File: src/include/sram_host_pkg.sv
// Purpose: shared constants for the static memory host controller
// Assumes: 20 MHz clock, 50 ns period
// Notes:   times in ns, cycle counts derived from them
package sram_host_pkg;

    // ----------------------------------------
    // clock and timing
    // ----------------------------------------
    localparam int CLK_PERIOD_NS  = 50;
    localparam int CYCLE_TIME_NS  = 45;   // least read or write cycle time
    localparam int WRITE_PULSE_NS = 35;   // least write strobe width
    localparam int HZ_WE_NS       = 18;   // longest strobe-to-float time
    localparam int DATA_SETUP_NS  = 25;   // least data setup to write end
    localparam int ACCESS_NS      = 45;   // longest address to data valid

    // access, float and setup times round up, at least one cycle
    localparam int ACCESS_CYC = (ACCESS_NS + CLK_PERIOD_NS - 1) / CLK_PERIOD_NS;
    localparam int WFLOAT_CYC = (HZ_WE_NS + CLK_PERIOD_NS - 1) / CLK_PERIOD_NS;
    localparam int WSETUP_CYC = (DATA_SETUP_NS + CLK_PERIOD_NS - 1) / CLK_PERIOD_NS;
    localparam int CNT_W      = 4;

    // ----------------------------------------
    // pin levels after reset
    // ----------------------------------------
    localparam logic RST_SEL_N = 1'b1;
    localparam logic RST_SEL_P = 1'b0;

    // ----------------------------------------
    // sequencer states
    // ----------------------------------------
    typedef enum logic [2:0] {
        ST_IDLE,
        ST_RD_ACCESS,
        ST_WR_FLOAT,
        ST_WR_DRIVE,
        ST_WR_END
    } seq_state_t;

endpackage : sram_host_pkg

File: src/rtl/lane_driver.sv
// Purpose: one byte lane of the data bus, drive and capture
// Assumes: synchronous inputs
// Notes:   output enable high while this end drives the lane
`timescale 1ns/1ps
`default_nettype none
module lane_driver #(
    parameter int W = 8
) (
    // clock and reset
    input  wire logic         clock_i,
    input  wire logic         reset_i,
    // control
    input  wire logic         drive_i,
    input  wire logic         load_i,
    input  wire logic         capture_i,
    input  wire logic [W-1:0] wdata_i,
    // pins
    input  wire logic [W-1:0] pin_i,
    output logic      [W-1:0] pin_o,
    output logic              pin_oe_o,
    // captured read data
    output logic      [W-1:0] rdata_o
);

    logic [W-1:0] out_q, out_d, rd_q, rd_d;
    logic         oe_q, oe_d;

    // ----------------------------------------
    // lane next state
    // ----------------------------------------
    always_comb begin
        out_d = load_i ? wdata_i : out_q;
        rd_d  = capture_i ? pin_i : rd_q;
        oe_d  = drive_i;
    end

    always_ff @(posedge clock_i) begin
        if (reset_i) begin
            out_q <= '0;
            rd_q  <= '0;
            oe_q  <= 1'b0;
        end else begin
            out_q <= out_d;
            rd_q  <= rd_d;
            oe_q  <= oe_d;
        end
    end

    assign pin_o    = out_q;
    assign pin_oe_o = oe_q;
    assign rdata_o  = rd_q;

endmodule : lane_driver
`default_nettype wire

File: src/rtl/sram_host.sv
// Purpose: host controller driving an asynchronous static memory
// Assumes: one request at a time; pins sampled on clock_i
// Notes:   writes are strobe controlled; selects drop between cycles
`timescale 1ns/1ps
`default_nettype none
module sram_host #(
    parameter int AW = 20,
    parameter int DW = 16
) (
    // clock and reset
    input  wire logic          clock_i,
    input  wire logic          reset_i,
    // user request
    input  wire logic          req_i,
    input  wire logic          req_write_i,
    input  wire logic [AW-1:0] req_addr_i,
    input  wire logic [DW-1:0] req_wdata_i,
    input  wire logic [1:0]    req_lanes_i,
    input  wire logic          word_mode_i,
    output logic               req_ready_o,
    output logic               rsp_valid_o,
    output logic [DW-1:0]      rsp_rdata_o,
    output logic               rsp_err_o,
    output logic               rsp_err_valid_o,
    // memory control pins
    output logic [AW-1:0]      addr_o,
    output logic               select_active_low_o,
    output logic               select_active_high_o,
    output logic               write_strobe_n_o,
    output logic               output_gate_n_o,
    output logic               upper_lane_en_n_o,
    output logic               lower_lane_en_n_o,
    output logic               width_select_o,
    // memory data pins
    input  wire logic [DW-1:0] data_i,
    output logic      [DW-1:0] data_o,
    output logic      [DW-1:0] data_oe_o,
    // error flag pin, undriven sampled as not valid
    input  wire logic          err_flag_i,
    input  wire logic          err_flag_oe_i
);

    localparam int HW = DW / 2;

    sram_host_pkg::seq_state_t state_q, state_d;
    logic [sram_host_pkg::CNT_W-1:0] cnt_q, cnt_d;
    logic [AW-1:0] addr_q, addr_d;
    logic          sel_q, sel_d, we_n_q, we_n_d, oe_n_q, oe_n_d;
    logic [1:0]    lane_n_q, lane_n_d;
    logic          wsel_q, wsel_d;
    logic          ready_q, ready_d, valid_q, valid_d;
    logic          err_q, err_d, errv_q, errv_d;
    logic [1:0]    drive_lane, cap_lane;
    logic          load;
    logic [DW-1:0] rdata_raw, wdata_mux;
    logic [1:0]    oe_lane;

    // ----------------------------------------
    // sequencer next state
    // ----------------------------------------
    always_comb begin
        state_d  = state_q;
        cnt_d    = cnt_q;
        addr_d   = addr_q;
        sel_d    = sel_q;
        we_n_d   = we_n_q;
        oe_n_d   = oe_n_q;
        lane_n_d = lane_n_q;
        wsel_d   = wsel_q;
        ready_d  = 1'b0;
        valid_d  = 1'b0;
        err_d    = err_q;
        errv_d   = 1'b0;
        load     = 1'b0;
        drive_lane = 2'b00;
        cap_lane   = 2'b00;
        case (state_q)
            sram_host_pkg::ST_IDLE: begin
                ready_d = 1'b1;
                if (req_i && ready_q) begin
                    // address and lanes set with the select, never after
                    addr_d   = req_addr_i;
                    sel_d    = 1'b1;
                    wsel_d   = word_mode_i;
                    // byte mode uses lower lane only, enables kept on
                    lane_n_d = word_mode_i ? ~req_lanes_i : 2'b00;
                    ready_d  = 1'b0;
                    load     = req_write_i;
                    cnt_d    = '0;
                    if (req_write_i) begin
                        // gate high first so the memory floats the bus
                        oe_n_d  = 1'b1;
                        we_n_d  = 1'b0;
                        state_d = sram_host_pkg::ST_WR_FLOAT;
                    end else begin
                        oe_n_d  = 1'b0;
                        we_n_d  = 1'b1;
                        state_d = sram_host_pkg::ST_RD_ACCESS;
                    end
                end
            end
            sram_host_pkg::ST_RD_ACCESS: begin
                cnt_d = cnt_q + 1'b1;
                if (32'(cnt_q) + 1 >= sram_host_pkg::ACCESS_CYC) begin
                    cap_lane = 2'b11;
                    sel_d    = 1'b0;
                    oe_n_d   = 1'b1;
                    lane_n_d = 2'b11;
                    valid_d  = 1'b1;
                    err_d    = err_flag_oe_i & err_flag_i;
                    errv_d   = err_flag_oe_i;
                    state_d  = sram_host_pkg::ST_IDLE;
                end
            end
            sram_host_pkg::ST_WR_FLOAT: begin
                // lane enable is registered, so asking here drives one cycle
                // after the strobe fell: the memory's float time is met
                drive_lane = wsel_q ? ~lane_n_q : 2'b01;
                cnt_d = cnt_q + 1'b1;
                if (32'(cnt_q) + 1 >= sram_host_pkg::WFLOAT_CYC) begin
                    cnt_d   = '0;
                    state_d = sram_host_pkg::ST_WR_DRIVE;
                end
            end
            sram_host_pkg::ST_WR_DRIVE: begin
                // drive only enabled lanes; the other lane stays untouched
                drive_lane = wsel_q ? ~lane_n_q : 2'b01;
                cnt_d = cnt_q + 1'b1;
                if (32'(cnt_q) + 1 >= sram_host_pkg::WSETUP_CYC) begin
                    we_n_d  = 1'b1;
                    state_d = sram_host_pkg::ST_WR_END;
                end
            end
            sram_host_pkg::ST_WR_END: begin
                // data still driven at the strobe edge, released with the selects
                sel_d    = 1'b0;
                lane_n_d = 2'b11;
                valid_d  = 1'b1;
                state_d  = sram_host_pkg::ST_IDLE;
            end
            default: begin
                state_d = sram_host_pkg::ST_IDLE;
            end
        endcase
    end

    always_ff @(posedge clock_i) begin
        if (reset_i) begin
            state_q  <= sram_host_pkg::ST_IDLE;
            cnt_q    <= '0;
            addr_q   <= '0;
            sel_q    <= 1'b0;
            we_n_q   <= 1'b1;
            oe_n_q   <= 1'b1;
            lane_n_q <= 2'b11;
            wsel_q   <= 1'b1;
            ready_q  <= 1'b0;
            valid_q  <= 1'b0;
            err_q    <= 1'b0;
            errv_q   <= 1'b0;
        end else begin
            state_q  <= state_d;
            cnt_q    <= cnt_d;
            addr_q   <= addr_d;
            sel_q    <= sel_d;
            we_n_q   <= we_n_d;
            oe_n_q   <= oe_n_d;
            lane_n_q <= lane_n_d;
            wsel_q   <= wsel_d;
            ready_q  <= ready_d;
            valid_q  <= valid_d;
            err_q    <= err_d;
            errv_q   <= errv_d;
        end
    end

    // ----------------------------------------
    // byte lanes
    // ----------------------------------------
    // byte mode puts the low byte of the request on lines 0 to 7
    assign wdata_mux = word_mode_i ? req_wdata_i : {req_wdata_i[HW-1:0], req_wdata_i[HW-1:0]};

    lane_driver #(.W(HW)) u_lane_lo (
        .clock_i  (clock_i),
        .reset_i  (reset_i),
        .drive_i  (drive_lane[0]),
        .load_i   (load),
        .capture_i(cap_lane[0]),
        .wdata_i  (wdata_mux[HW-1:0]),
        .pin_i    (data_i[HW-1:0]),
        .pin_o    (data_o[HW-1:0]),
        .pin_oe_o (oe_lane[0]),
        .rdata_o  (rdata_raw[HW-1:0])
    );

    lane_driver #(.W(HW)) u_lane_hi (
        .clock_i  (clock_i),
        .reset_i  (reset_i),
        .drive_i  (drive_lane[1]),
        .load_i   (load),
        .capture_i(cap_lane[1]),
        .wdata_i  (wdata_mux[DW-1:HW]),
        .pin_i    (data_i[DW-1:HW]),
        .pin_o    (data_o[DW-1:HW]),
        .pin_oe_o (oe_lane[1]),
        .rdata_o  (rdata_raw[DW-1:HW])
    );

    // ----------------------------------------
    // pin and response outputs
    // ----------------------------------------
    // masking of floated lanes left to the user, lanes come raw
    assign data_oe_o            = {{HW{oe_lane[1]}}, {HW{oe_lane[0]}}};
    assign addr_o               = addr_q;
    assign select_active_low_o  = ~sel_q;
    assign select_active_high_o = sel_q;
    assign write_strobe_n_o     = we_n_q;
    assign output_gate_n_o      = oe_n_q;
    assign upper_lane_en_n_o    = lane_n_q[1];
    assign lower_lane_en_n_o    = lane_n_q[0];
    assign width_select_o       = wsel_q;
    assign req_ready_o          = ready_q;
    assign rsp_valid_o          = valid_q;
    assign rsp_rdata_o          = rdata_raw;
    assign rsp_err_o            = err_q;
    assign rsp_err_valid_o      = errv_q;

endmodule : sram_host
`default_nettype wire

File: config.mk
export PLATFORM = sky130hd
export DESIGN_NAME = sram_host
export DESIGN_NICKNAME = d
export VERILOG_FILES = /design/src/include/sram_host_pkg.sv /design/src/rtl/lane_driver.sv /design/src/rtl/sram_host.sv
export SDC_FILE = /design/constraint.sdc
export NUM_CORES = 1
export LEC_CHECK = 0
export BUFFER_PORTS_ARGS = -buffer_cell sky130_fd_sc_hd__buf_2
export CAP_MARGIN = 20
export CORE_MARGIN = 5
export CORE_UTILIZATION = 42
export CTS_CLUSTER_SIZE = 16
export DETAILED_ROUTE_END_ITERATION = 10
export GPL_TIMING_DRIVEN = 0
export PLACE_DENSITY = 0.8
export SLEW_MARGIN = 10
export SYNTH_ARGS = -nofsm -noshare
export SYNTH_HDL_FRONTEND = slang
export SYNTH_SLANG_ARGS = --single-unit
File: constraint.sdc
create_clock -name clock_i -period 2.2 [get_ports clock_i]
set_clock_uncertainty 0.15 [all_clocks]
set_input_delay 0 -clock clock_i [delete_from_list [all_inputs] [get_ports clock_i]]
set_output_delay 0 -clock clock_i [all_outputs]
set_load 0.1 [all_outputs]
## Yosys cells after proc, flatten, opt, wreduce, memory -nomap -nowiden

Cells that the tools add are included.

- Add/sub/neg operators: 2
- $lt $le $gt $ge: 1
- Eq/ne operators: 8
- Mux-type cells: 32
- Bitwise logic cells: 9
- Reduce and logical (&&, ||, !) cells: 19

Operators with widths:

| kind | count |
|---|---|
| $mux W16 | 1 |
| $mux W1 | 12 |
| $mux W2 | 6 |
| $mux W3 | 4 |
| $pmux W3 S4 | 1 |
| $pmux W4 S3 | 1 |
| $reduce_and A3 Y1 | 3 |
| $mux W4 | 2 |
| $ne A2 B2 Y1 const B | 4 |
| $reduce_or A2 Y1 | 4 |
| $eq A3 B2 Y1 const B | 2 |
| $not A1 Y1 | 6 |
| $pmux W1 S2 | 3 |
| $pmux W2 S3 | 1 |
| $reduce_and A2 Y1 | 3 |
| $reduce_bool A3 Y1 | 2 |
| $reduce_or A3 Y1 | 2 |
| $add A4 B1 Y5 const B | 1 |
| $ge A5 B1 Y1 const B | 1 |
| $add A4 B1 Y4 const B | 1 |
| $not A2 Y2 | 2 |
| $reduce_and A4 Y1 | 1 |
| $reduce_bool A2 Y1 | 2 |
| $eq A3 B1 Y1 const B | 1 |
| 5 further kinds | 5 |

- Register bits: 71
- Input port bits: 61
- Output and inout bits: 79
- Logic and storage cells: 89

## Logic depth before layout (Yosys ltp)

Gate-level depths: netlist of run 1.

- Depth after elaboration: 4
- Mapped depth: 8
- Gate-level depth less buffers: 6

## By module

Synthesis of run 1 repeated with hierarchy kept, for this count alone.

- Cell total of the unflattened synthesis: 315
- Area, all modules: 2,974.1 um^2

By module, submodules not included:

| module | instances | cells each | area an instance (um^2) | sequential area each (um^2) |
|---|---|---|---|---|
| sram_host | 1 | 207 | 1,762.9 | 740.7 |
| lane_driver | 2 | 54 | 605.6 | 340.3 |

## Least setup slack after synthesis of run 1

Ideal clock, no wire load.

- Path type: reg2reg
- Start point: reg ready_q (netlist: req_ready_o)
- End point: reg wsel_q (netlist: width_select_o)
- Library setup time: 0.141 ns
- Data arrival time: 2.063 ns
- Data required time: 1.909 ns
- Path slack: -0.154 ns
- Stages on the path, launching flop included: 7
- Path buffers: 2
- Period minus slack after synthesis: 2.354 ns
- Cell sequence: dfxtp_1 -> nand2_1 -> or2_2 -> clkbuf_1 -> buf_2 -> nand2_1 -> o211ai_1

- Word-level cells in the longest chain between the ends: 2

RTL lines:

| element | RTL line | RTL |
|---|---|---|
| start, declared | sram_host.sv:51 | `logic ready_q, ready_d, valid_q, valid_d;` |
| start signal, assigned | sram_host.sv:170 | `ready_q <= ready_d;` |
| $logic_and A1 B1 Y1 | sram_host.sv:80 | `if (req_i && ready_q) begin` |
| $reduce_and A2 Y1 (no line) | n/a |  |
| end signal, assigned | sram_host.sv:169 | `wsel_q <= wsel_d;` |
| end, declared | sram_host.sv:50 | `logic wsel_q, wsel_d;` |

No other way between the ends.
A chain may end at the register's enable or synchronous reset.

## Final worst setup path of run 1

- Start point: reg cnt_q[0] (netlist name)
- End point: reg u_lane_hi.rd_q[5] (netlist: u_lane_hi.rdata_o[5])

- Word-level cells in the longest chain between the ends: 4

RTL lines:

| element | RTL line | RTL |
|---|---|---|
| start, declared | sram_host.sv:46 | `logic [sram_host_pkg::CNT_W-1:0] cnt_q, cnt_d;` |
| start signal, assigned | sram_host.sv:163 | `cnt_q <= cnt_d;` |
| $add A4 B1 Y5 | sram_host.sv:104 | `if (32'(cnt_q) + 1 >= sram_host_pkg::ACCESS_CYC) begin` |
| $ge A5 B1 Y1 | sram_host.sv:104 |  |
| $mux W2 | sram_host.sv:104 |  |
| $mux W2 | sram_host.sv:77 | `case (state_q)` |
| end signal, assigned | lane_driver.sv:44 | `rd_q <= rd_d;` |
| end, declared | lane_driver.sv:25 | `logic [W-1:0] out_q, out_d, rd_q, rd_d;` |

No other way between the ends.

==> summary by stage, run 1 <==
Status
The run finished with clean final reports.

STA
The sum of negative setup slack is 0 ns. The worst-case headroom to the max-slew limit is 55.94%. At the pin with the least slew margin, the transition time is 0.6609 ns.

The number of slew-limit violations in the final report was 0. For this run, the top clock speed supported by timing is 486.8 MHz. Dividing the final minimum period by the clock period gives 93.38%. The final setup violation count is 0.

The worst path needs 2.054 ns of the cycle, external delays included. The final hold violation count is 0. Setup repair after global routing left no endpoint under its margin.

Pwr
Per report_power, the combinational group accounts for 30.1% of the total. Power spread over the standard cell area amounts to 783.7 nW/µm². Net switching is 36.54% of the power. The worst voltage drop across the vdd grid is 509.3 µV. The clock network burns 31.5% of the power. The reported net switching power is 0.001339 W.

Of the total power, registers draw 38.4%. The total leakage power is 2.171 nW. The internal power contribution is 0.002326 W.

The final total power is 0.003665 W.

Critical path
The end of the worst register-to-register path is u_lane_hi.rdata_o[5]. The worst setup path is launched from a flop. Measured in cells, the most critical reg-to-reg path has a length of 8. The worst-case register-to-register setup slack is 0.15 ns. The critical path class is flop to flop. The worst endpoint required time is 2.27 ns. The endpoint arrival time on the critical path is 2.12 ns. In this design, the stage delay of the slowest critical-path cell is 0.38 ns.

Among all stages on the critical path, the largest delay is contributed by dfxtp_2. The worst-path maximum fanout is 10. Traced cell by cell, the critical path runs through inv_1 -> ha_1 -> nor4b_4 -> inv_1 -> o211a_1 -> buf_6 -> buf_6 -> mux2i_1.

The startpoint of the worst-slack reg-to-reg timing path is cnt_q[0]. STA classifies the critical path endpoint as a flop.

CTS
Clock tree synthesis found a total of 71 sinks. The clock buffer count from CTS is 9. No sink is reached through more buffers than the 2 on the longest clock path. The later pin in the worst-skew pair is clocked with a latency of 0.33 ns. The H-tree was split into 3 levels. The cell at the root of the clock tree is clkbuf_8.

The CTS tree is yes. The clock edge transition at the registers on the reported setup and hold paths is 0.07 ns.

Synthesis
Yosys instantiated no cell more often than nand2_1. The fraction of registers with async set/reset is 0%. The number of distinct standard cells referenced by the synthesized netlist is 41. The largest area contributor in the synthesized netlist is dfxtp_1. The number of nets handed over by synthesis was 398. The area share of the largest cell type after synthesis is 47.35%. The number of synthesized flops with an enable pin is 0. Ranked by instance count, the synthesized netlist is headed by 79 x nand2_1, 71 x dfxtp_1, 33 x mux2i_1. The most used flip-flop cell after synthesis is dfxtp_1. The number of storage elements in the synthesis netlist is 71. The total number of yosys warnings is 0. The fraction of the yosys area taken by sequential cells is 47.35%.

Averaged over all synthesized cells, the footprint is 8.960 µm². The instance count of the mapped netlist is 335. By area the synthesized netlist is led by dfxtp_1 47%, mux2i_1 11%, nand2_1 9.9%, a21oi_1 4.3%, buf_4 4.3%. The total standard cell area after synthesis is 3002 µm².

Route
The mean routed wirelength per cell is 14.43 µm. The routed via count divided by cell count is 4.832. The first-iteration detailed-routing DRC count is 184.

After detailed routing, the number of remaining DRC violations is 0. Summed over all layers, the routed wires come to 9350 µm. The number of optimization iterations in the first detailed-route pass is 4. Detailed routing inserted a total of 3131 vias. The number of antenna-violating nets in the routed design is 0.

Finish
The number of nets in the final layout is 610. The fraction of layout cells with a size suffix above 1 is 36.05%. The repair_antennas step left the layout with diodes totalling 0. The post-synthesis to final-layout area growth is 55.77%. Once layout is complete, the cells apart from fillers number 648.

Placement
After legalization and detailed placement, the total HPWL measured 6219 µm. Buffers placed on the I/O ports in this run total 138. Once placement completed, the tool counted placed cells totaling 569.

The global placer's final weighted congestion is 0.9009.

Floorplanning
The I/O pin count is 140. The width of the die is 94.54 µm. From bottom edge to top edge, the die measures 94.54 µm. The floorplan step defined a die boundary enclosing 8938 µm². The floorplan has 30 rows. The initial utilization of the core area, before any placement, comes to 43.70%. The total area inside the core boundary comes to 6869 µm².

Global routing
The first global-routing pass estimated 15000 µm of wire. Entering global routing, the biggest net connects 13 pins. The final global-route overflow total is 0. The overall fraction of global-route tracks in use is 21.14%. The via count of the first global-routing pass is 3218. The number of antenna violations at the first check in global routing is 0.

Run
Across the run, the number of max-cap violations was 0.

Hold path
In this run the most critical hold path is launched from word_mode_i. The class of the tightest hold or removal check is input pin to flop. For hold timing, the worst endpoint is width_select_o. The instance count along the most critical hold path is 3.
-- logic make-up after synthesis --
family | synth area share (%)
muxes | 11.00
DFF | 47.35
buffers and inverters | 9.045
AOI/OAI and AO/OA | 13.96
and+or+nand+nor | 17.80
adders and majority gates | 0.8335
-- how the worst max path moves through the flow --
stage                           end     start  slack, ns  cells after the start
6_report       u_lane_hi.rdata_o[5]  cnt_q[0]       0.15                      8
5_1_grt                   rsp_err_o  cnt_q[1]       0.01                      8
4_1_cts        u_lane_hi.rdata_o[5]  cnt_q[0]       0.02                      8
3_5_place_dp   u_lane_hi.rdata_o[5]  cnt_q[0]      -0.10                      8
3_3_place_gp   u_lane_lo.rdata_o[7]  cnt_q[0]      -0.07                      8
2_1_floorplan             rsp_err_o  cnt_q[0]       0.13                      8
-- critical path: cells and delay by family, from the launching register on --
kind                       cells  cell delay [ns]
muxes                          1             0.13
adders and majority gates      1             0.33
buffers and inverters          4             0.47
AOI/OAI and AO/OA              1             0.23
and+or+nand+nor                1             0.26
DFF                            1             0.38
-- state kept, by name, summed over array words and instances (netlist names) --
signal and cells:
addr_o 20, cnt_q 4, lane_n_q 2, output_gate_n_o 1, req_ready_o 1, rsp_err_o 1
rsp_err_valid_o 1, rsp_valid_o 1, select_active_high_o 1, state_q 3, u_lane_hi.pin_o 8, u_lane_hi.pin_oe_o 1
u_lane_hi.rdata_o 8, u_lane_lo.pin_o 8, u_lane_lo.pin_oe_o 1, u_lane_lo.rdata_o 8, width_select_o 1, write_strobe_n_o 1
-- metal layers --
layer  vias to the layer above  GRT usage (%)  part of all wire (%)
met2                       119          38.24                    51
met1                      1470          23.58                    39
met3                         8          7.570                   9.1
met5                         -              0                     0
li1                       1534              -                     -
met4                         0          5.168                  0.75
-- through the flow --
step	worst slack (ns)	util, %	hold slack (ns)	cell area, µm²
after floorplan	0.1312	-	-0.01400	3003
after global placement	-0.06911	55.52	0.09099	3814
after detailed placement	-0.1046	55.52	0.09580	3814
after CTS	0.02287	67.60	0.1230	4643
after global routing	0.01026	68.07	0.1620	4676
final	0.1457	68.07	0.1247	4676
-- final cells by class --
cell class / count / area (µm²)
sequential: 71 / 1424
buffer: 37 / 237.7
inverter: 9 / 33.78
tap: 96 / 120.1
fill: 541 / 2193
timing repair buffer: 201 / 1314
clock inverter: 5 / 81.33
clock buffer: 11 / 141.4
multi-input combinational: 218 / 1324
-- timing repair --
item,in CTS,in global routing
pin swaps,0,1
gates cloned,0,0
hold buffers,60,0
endpoints found under the hold margin,63,0
setup endpoints to repair,11,12
resized for setup,1,2
setup buffers,0,3
-- power by group through the flow --
stage,registers [W],logic (W),clock network [W]
after floorplan,0.00195,0.000296,0
after global placement,0.00143,0.000992,0
after detailed placement,0.00144,0.00101,0
after CTS,0.00141,0.00109,0.00118
after global routing,0.00142,0.00116,0.00125
final,0.00141,0.00110,0.00115
-- cell usage in the layout, fill, tap and decap left out, types with 3 or more instances in the layout --
cell and n:
buf_2 142, nand2_1 79, dfxtp_1 69, dlygate4sd3_1 60, mux2i_1 33, a21oi_1 26, nor2_1 21, buf_4 20
clkbuf_1 13, clkbuf_8 10, inv_1 9, o21ai_0 8, a211oi_2 8, nor3_1 4, buf_6 4, o21a_1 3
o32ai_1 3, nand3_1 3
No activity file was read; power rests on OpenSTA's default activity.
==> run 2, diff against run 1 <==
Settings changed: CELL_PAD_IN_SITES_DETAIL_PLACEMENT set to 0, CELL_PAD_IN_SITES_GLOBAL_PLACEMENT set to 1, CORE_UTILIZATION 42 to 31, CTS_BUF_LIST set to sky130_fd_sc_hd__clkbuf_4 sky130_fd_sc_hd__clkbuf_8, PLACE_DENSITY 0.8 to 0.82.
==> run 2 against run 1 <==
Compared with the run above:
- final cell count increased by 5.2%
- non-clock buffer count decreased by 3
- die area increased by 31%
- via count decreased by 2.7%
- worst setup slack got worse by 0.045 ns
- maximum frequency decreased by 2.2%
- worst hold slack improved by 0.025 ns
- design area increased by 1.1%
- first-iteration DRC count decreased by 29%
- largest cell class unchanged
==> summary by stage, run 2 (synthesis gave the netlist of run 1 again) <==
Placement
Before CTS, the worst setup slack after placement is -0.1019 ns. Port buffering added 138 buffers. Routability-driven placement finished with a final weighted congestion of 0.8284. The wire-length estimate of the detail-placed layout is 6228 µm.

Route
Dividing the detail-routed via count by the number of cells gives 4.466. The pre-antenna-repair detailed-routing pass consisted of 5 iterations. The number of antenna-violating nets in the routed design is 0.

The number of design rule violations left after detail routing is 0. Dividing the detail-routed wire length by the instance count gives 13.31 µm. Summed over all layers, the routed wires come to 9079 µm. The total via count after detailed routing is 3046. The first routing iteration left 130 violations.

Critical path
The critical path startpoint category is a flop. The largest single stage delay on the critical path is 0.38 ns. For this design, the slowest cell found on the critical path is dfxtp_2. The signal on the critical path passes through inv_1 -> ha_1 -> nor4b_4 -> inv_1 -> o211a_1 -> buf_6 -> buf_6 -> mux2i_1.

The critical path runs through a total of 8 cells. For the worst setup path, the data required time is 2.27 ns. Of all nets on the critical path, the largest fanout is 10. In this run the critical register-to-register path is launched from cnt_q[0]. Following the worst setup path forward leads to its endpoint at u_lane_hi.rdata_o[0]. The count of buffer and inverter cells on the critical path is 4. At the worst endpoint, the arrival time is 2.17 ns. The number of cells on the worst reg-to-reg path is 8. The worst-case register-to-register setup slack is 0.10 ns. The dominant delay contributor by cell family on the critical path is buffers and inverters. The endpoint identified for the worst register-to-register timing path is u_lane_hi.rdata_o[0]. The startpoint of the most critical setup path is cnt_q[0].

The worst setup path is captured at a flop. The critical path class is flop to flop.

CTS
The later pin in the worst-skew pair is clocked with a latency of 0.34 ns. The number of buffers on the longest clock path is 2. In this run the number of H-tree levels came out at 3. Clock-pin slew was measured on the worst setup and hold paths at 0.08 ns. The cell at the root of the clock tree is clkbuf_8.

The clock buffer count from CTS is 9. The setup fix buffers added after clock tree synthesis is 0. TritonCTS built the clock tree. The number of clock sinks is 71.

Floorplanning
The I/O pin count is 140. The core region area is 9594 µm². The width of the die is 108.4 µm. The overall die height is 108.4 µm. The site row count is 36. The initial standard-cell utilization of the core is 31.29%. The die footprint is 11750 µm².

Pwr
Net switching is 35.48% of the power. Internal power comes to 0.002452 W. The final total power is 0.003799 W.

Of the total power, the clock network draws 34.1%. Power spread over the standard cell area amounts to 804.0 nW/µm². The relative contribution of sequential cells to total power is 37.1%. The reported net switching power is 0.001348 W.

The part of the total power dissipated in combinational logic is 28.9%. The analysis attributes to cell leakage a power of 2.173 nW. The worst voltage drop across the vdd grid is 370.5 µV.

Status
The flow ran to the end, and the final reports show no timing, DRC or antenna violations.

Global routing
The first-pass GRT wire length is 14270 µm. Global routing finished with a remaining overflow of 0. The maximum number of pins on one net before global-route repair is 13. The number of antenna violations at the first check in global routing came to 0. The via count of the first global-routing pass came to 3047. Global routing consumed, over all layers together, 15.17% of the routing resources.

Finish
The register with the most flip-flops in the layout has 20 of them. The repair_antennas step left the layout with diodes totalling 0. The top cell types in the final layout, fill and taps aside, are 142 x buf_2, 79 x nand2_1, 69 x dfxtp_1, 60 x dlygate4sd3_1, 33 x mux2i_1. In the final layout, flip-flops and latches occupy 1424 µm².

The fraction of layout cells with a size suffix above 1 is 35.88%. The number of fill cells is 902. The area of the multi-input gates is 1324 µm². The post-synthesis to final-layout area growth is 57.44%.

The number of nets in the final layout is 607. The most frequent standard cell in the layout excluding fill and tap cells is buf_2.

STA
The final worst-path setup slack is 0.1003 ns. The shortest period the worst path allows is 2.100 ns. The sum of negative setup slack is 0 ns. The number of slew-limit violations in the final report is 0. The final setup violation count is 0. The portion of the clock cycle consumed by the worst path in the final layout is 95.44%. The slew at the pin closest to its max-slew limit is 0.6730 ns.

The final hold violation count is 0. Setup repair after global routing left no endpoint under its margin. Hold timing on the final database bottoms out at a slack of 0.1493 ns. For this run, the top clock speed supported by timing is 476.3 MHz. The worst-case headroom to the max-slew limit is 55.14%.

Run
Across the run, the number of max-cap violations was 0.

Hold path
The path class of the tightest hold or removal check is input pin to flop.
## run 2: changes by cell type in the layout (fill, tap and decap cells not counted), sizes merged
| cell | delta |
|---|---|
| buf | -3 |
| bufinv | +1 |
| clkinv | -1 |
| clkinvlp | -1 |
| inv | +1 |
## run 2: how the worst min path moves through the flow
| stage | startpoint | to | slack [ns] | depth (start not counted) |
|---|---|---|---|---|
| finish | word_mode_i | width_select_o | 0.15 | 3 |
| global route | word_mode_i | width_select_o | 0.18 | 3 |
| CTS | word_mode_i | width_select_o | 0.14 | 3 |
| detailed placement | req_addr_i[13] | addr_o[13] | 0.1 | 3 |
| global placement | req_addr_i[19] | addr_o[19] | 0.09 | 3 |
| floorplan | req_addr_i[10] | addr_o[10] | -0.01 | 2 |
## run 2: tightest hold or removal path, cell delays in order
cell,delay [ns]
clkbuf_1,0.29
inv_1,0.18
o211ai_1,0.10
## run 2: metrics by stage
| stage | instance area (µm²) | utilization, % | cells |
|---|---|---|---|
| floorplan | 3003 | - | 335 |
| global placement | 3860 | 40.23 | 606 |
| detailed placement | 3860 | 40.23 | 606 |
| CTS | 4716 | 49.15 | 682 |
| global route | 4726 | 49.26 | 682 |
| finish | 4726 | 49.26 | 682 |
## run 2: final cells by class
cell class	count	share of cell area, %
inverter	9	0.7149
tap	133	3.521
clock buffer	11	3.071
buffer	37	5.030
multi-input combinational	218	28.01
clock inverter	5	2.198
timing repair buffer	198	27.32
sequential	71	30.13
## run 2: what timing repair did
item	in CTS	in global routing
pin swaps	0	0
endpoints found under the hold margin	63	0
gates resized for setup	1	2
setup endpoints to repair	11	10
hold buffers	60	0
## run 2: per-layer routing
layer	GRT usage, %	wire, µm	vias up
met4	4.959	141	0
li1	-	-	1531
met2	26.21	4308	121
met3	5.493	812	12
met1	17.32	3816	1382
met5	0	0	-
## run 2: power groups by stage
stage | Sequential, W | Clock (W) | Combinational, W
after floorplan | 0.00195 | 0 | 0.000296
after global placement | 0.00143 | 0 | 0.000998
after detailed placement | 0.00144 | 0 | 0.00101
after CTS | 0.00141 | 0.00133 | 0.00109
after global routing | 0.00142 | 0.00140 | 0.00115
final | 0.00141 | 0.00130 | 0.00110
==> run 3, diff against run 2 <==
Settings changed: MAX_ROUTING_LAYER set to met4.
==> run 3 against run 2 <==
Compared with the run above:
- sequential power about the same
- critical path type unchanged
- worst setup slack better by 0.0044 ns
- final cell count up 0.29%
- global-route usage up 0.41 points
- total power up 0.25%
- maximum frequency up 0.21%
- combinational power about the same
==> summary by stage, run 3 (synthesis gave the netlist of run 1 again) <==
Floorplanning
The initial standard-cell utilization of the core is 31.29%. The overall die height is 108.4 µm. The site row count is 36.

The core region area is 9594 µm². During I/O placement, the number of pins put on the boundary was 140. The die covers 11750 µm². The die is 108.4 µm wide.

Pwr
The worst voltage drop across the vdd grid is 371.9 µV. The areal power density over the cells is 803.4 nW/µm². The reported net switching power is 0.001355 W. The final total power is 0.003809 W. The internal power contribution is 0.002454 W.

Net switching is 35.57% of the power. For this design the static power due to leakage is 2.184 nW. In this run, the combinational gates consume 28.9% of the power.

The relative contribution of sequential cells to total power is 37.0%. The clock network accounts for 34.2% of the total power.

Critical path
Traced cell by cell, the critical path runs through inv_1 -> ha_1 -> nor4b_4 -> inv_1 -> o211a_1 -> buf_6 -> buf_6 -> mux2i_1. The slowest cell on the critical path is dfxtp_2. Of all nets on the critical path, the largest fanout is 10.

Data on the critical path arrives at its endpoint at 2.17 ns. The critical path in this run is classified as flop to flop. On the worst path, the slowest cell contributes a delay of 0.38 ns. The worst endpoint required time is 2.28 ns. STA classifies the critical path endpoint as a flop. The critical path startpoint category is a flop.

CTS
The clock net in this run drives a total of 71 sinks. The cell at the root of the clock tree is clkbuf_8. The insertion delay to the later sink of the worst-skew pair is 0.34 ns. TritonCTS built the clock tree.

The number of buffers on the longest clock path is 2. The clock edge transition at the registers on the reported setup and hold paths is 0.08 ns. The clock buffer count from CTS is 9. The H-tree was split into 3 levels.

STA
The final setup violation count is 0. Measured against its own limit, the worst slew margin works out to 54.12%. For this run, the top clock speed supported by timing is 477.3 MHz. The sum of negative setup slack is 0 ns. After layout, the worst path uses 95.24% of the clock period.

The number of slew-limit violations in the final report was 0. The final hold violation count is 0. At the pin with the least slew margin, the transition time is 0.6882 ns. Setup repair after global routing left no endpoint under its margin. The final worst-path setup slack is 0.1047 ns. The shortest period the worst path allows is 2.095 ns.

Finish
The final core utilization is 49.41%. The number of flip-flops in the largest register is 20. The fraction of layout cells with a size suffix above 1 is 36.12%. The number of nets in the final layout is 609.

The finished layout cell area is 4741 µm². In the layout the commonest cells are 142 x buf_2, 79 x nand2_1, 69 x dfxtp_1, 60 x dlygate4sd3_1, 33 x mux2i_1. The antenna diode count is 0.

The library cell used most frequently in the layout, excluding fill and tap cells, is buf_2. The post-synthesis to final-layout area growth is 57.94%.

Route
Wire segments on met3 add up to 709 µm in the final route. The total via count after detailed routing is 3068. In the routed layout, each cell is associated on average with a via count of 4.485. The total wire length is 9112 µm. The first-iteration detailed-routing DRC count is 119. The number of design rule violations left after detail routing is 0. Dividing the detail-routed wire length by the instance count gives 13.32 µm.

The uppermost layer routed is met4. After detailed routing, the wire length on met1 is 3928 µm. For this run, the detailed router's first-pass iteration total came to 6. The detail route stage leaves a number of antenna-violating nets equal to 0. The amount of wire on met2 after detailed routing is 4326 µm.

Status
The run finished with clean final reports.

Placement
Summing all placed instances gives a cell area of 3860 µm². The estimated wirelength of the detail-placed design is 6228 µm. The port buffer count is 138.

Before CTS, the worst setup slack after placement is -0.1019 ns. Routability-driven placement finished with a final weighted congestion of 0.8410.

Global routing
After global routing the overflow that remains totals 0. The first-pass GRT wire length is 14260 µm. Entering global routing, the biggest net connects 13 pins. The overall fraction of global-route tracks in use is 15.58%.

The number of antenna violations at the first check in global routing is 0. The via count of the first global-routing pass came to 3048.

Run
Across the run, the number of max-cap violations was 0.

Hold path
In this run the worst hold path is classified as input pin to flop.
-- run 3: final cells by class --
class	count	area, µm²
Buffer	37	237.7
Multi-Input combinational cell	218	1324
Sequential cell	71	1424
Inverter	9	33.78
Clock inverter	5	103.9
Tap cell	133	166.4
Clock buffer	11	145.1
Timing Repair Buffer	200	1306
Fill cell	902	4853
-- run 3: worst max-delay path, delay by kind of cell, from the launching register on --
family / cells / cell delay (ns)
flops: 1 / 0.38
compound gates: 1 / 0.23
simple gates: 1 / 0.27
buf+inv: 4 / 0.48
fa+ha+maj: 1 / 0.34
mux: 1 / 0.13
-- run 3: stage by stage --
| stage | hold WS [ns] | cells |
|---|---|---|
| after detailed placement | 0.09633 | 606 |
| after floorplan | -0.01400 | 335 |
| final | 0.1546 | 684 |
| after global routing | 0.1859 | 684 |
| after global placement | 0.09222 | 606 |
| after CTS | 0.1380 | 682 |
-- run 3: power by group through the flow --
stage | Clock, W | Combinational [W] | Sequential, W
2_1_floorplan | 0 | 0.000296 | 0.00195
3_3_place_gp | 0 | 0.000998 | 0.00143
3_5_place_dp | 0 | 0.00101 | 0.00144
4_1_cts | 0.00133 | 0.00109 | 0.00141
5_1_grt | 0.00140 | 0.00116 | 0.00142
6_report | 0.00130 | 0.00110 | 0.00141
-- run 3: timing repair --
item                       4_1_cts  5_1_grt
gates resized for setup          1        2
hold endpoints to repair        63        0
hold buffers                    60        0
cloned                           0        0
setup endpoints to repair       11       11
setup buffers                    0        2
pin swaps                        0        1
-- run 3: path summary, 6_finish.rpt --
path                from              endpoint  slack (ns)  cells after the start
max             cnt_q[0]  u_lane_hi.rdata_o[1]        0.10                      8
min          word_mode_i        width_select_o        0.15                      3
max reg2reg     cnt_q[0]  u_lane_hi.rdata_o[1]        0.10                      8
min reg2reg   addr_o[13]            addr_o[13]        0.30                      2
-- run 3: metal layers --
layer	vias to the layer above	GRT usage [%]
li1	1533	-
met1	1398	17.87
met2	122	26.21
met3	15	4.478
met4	0	4.959
met5	-	-
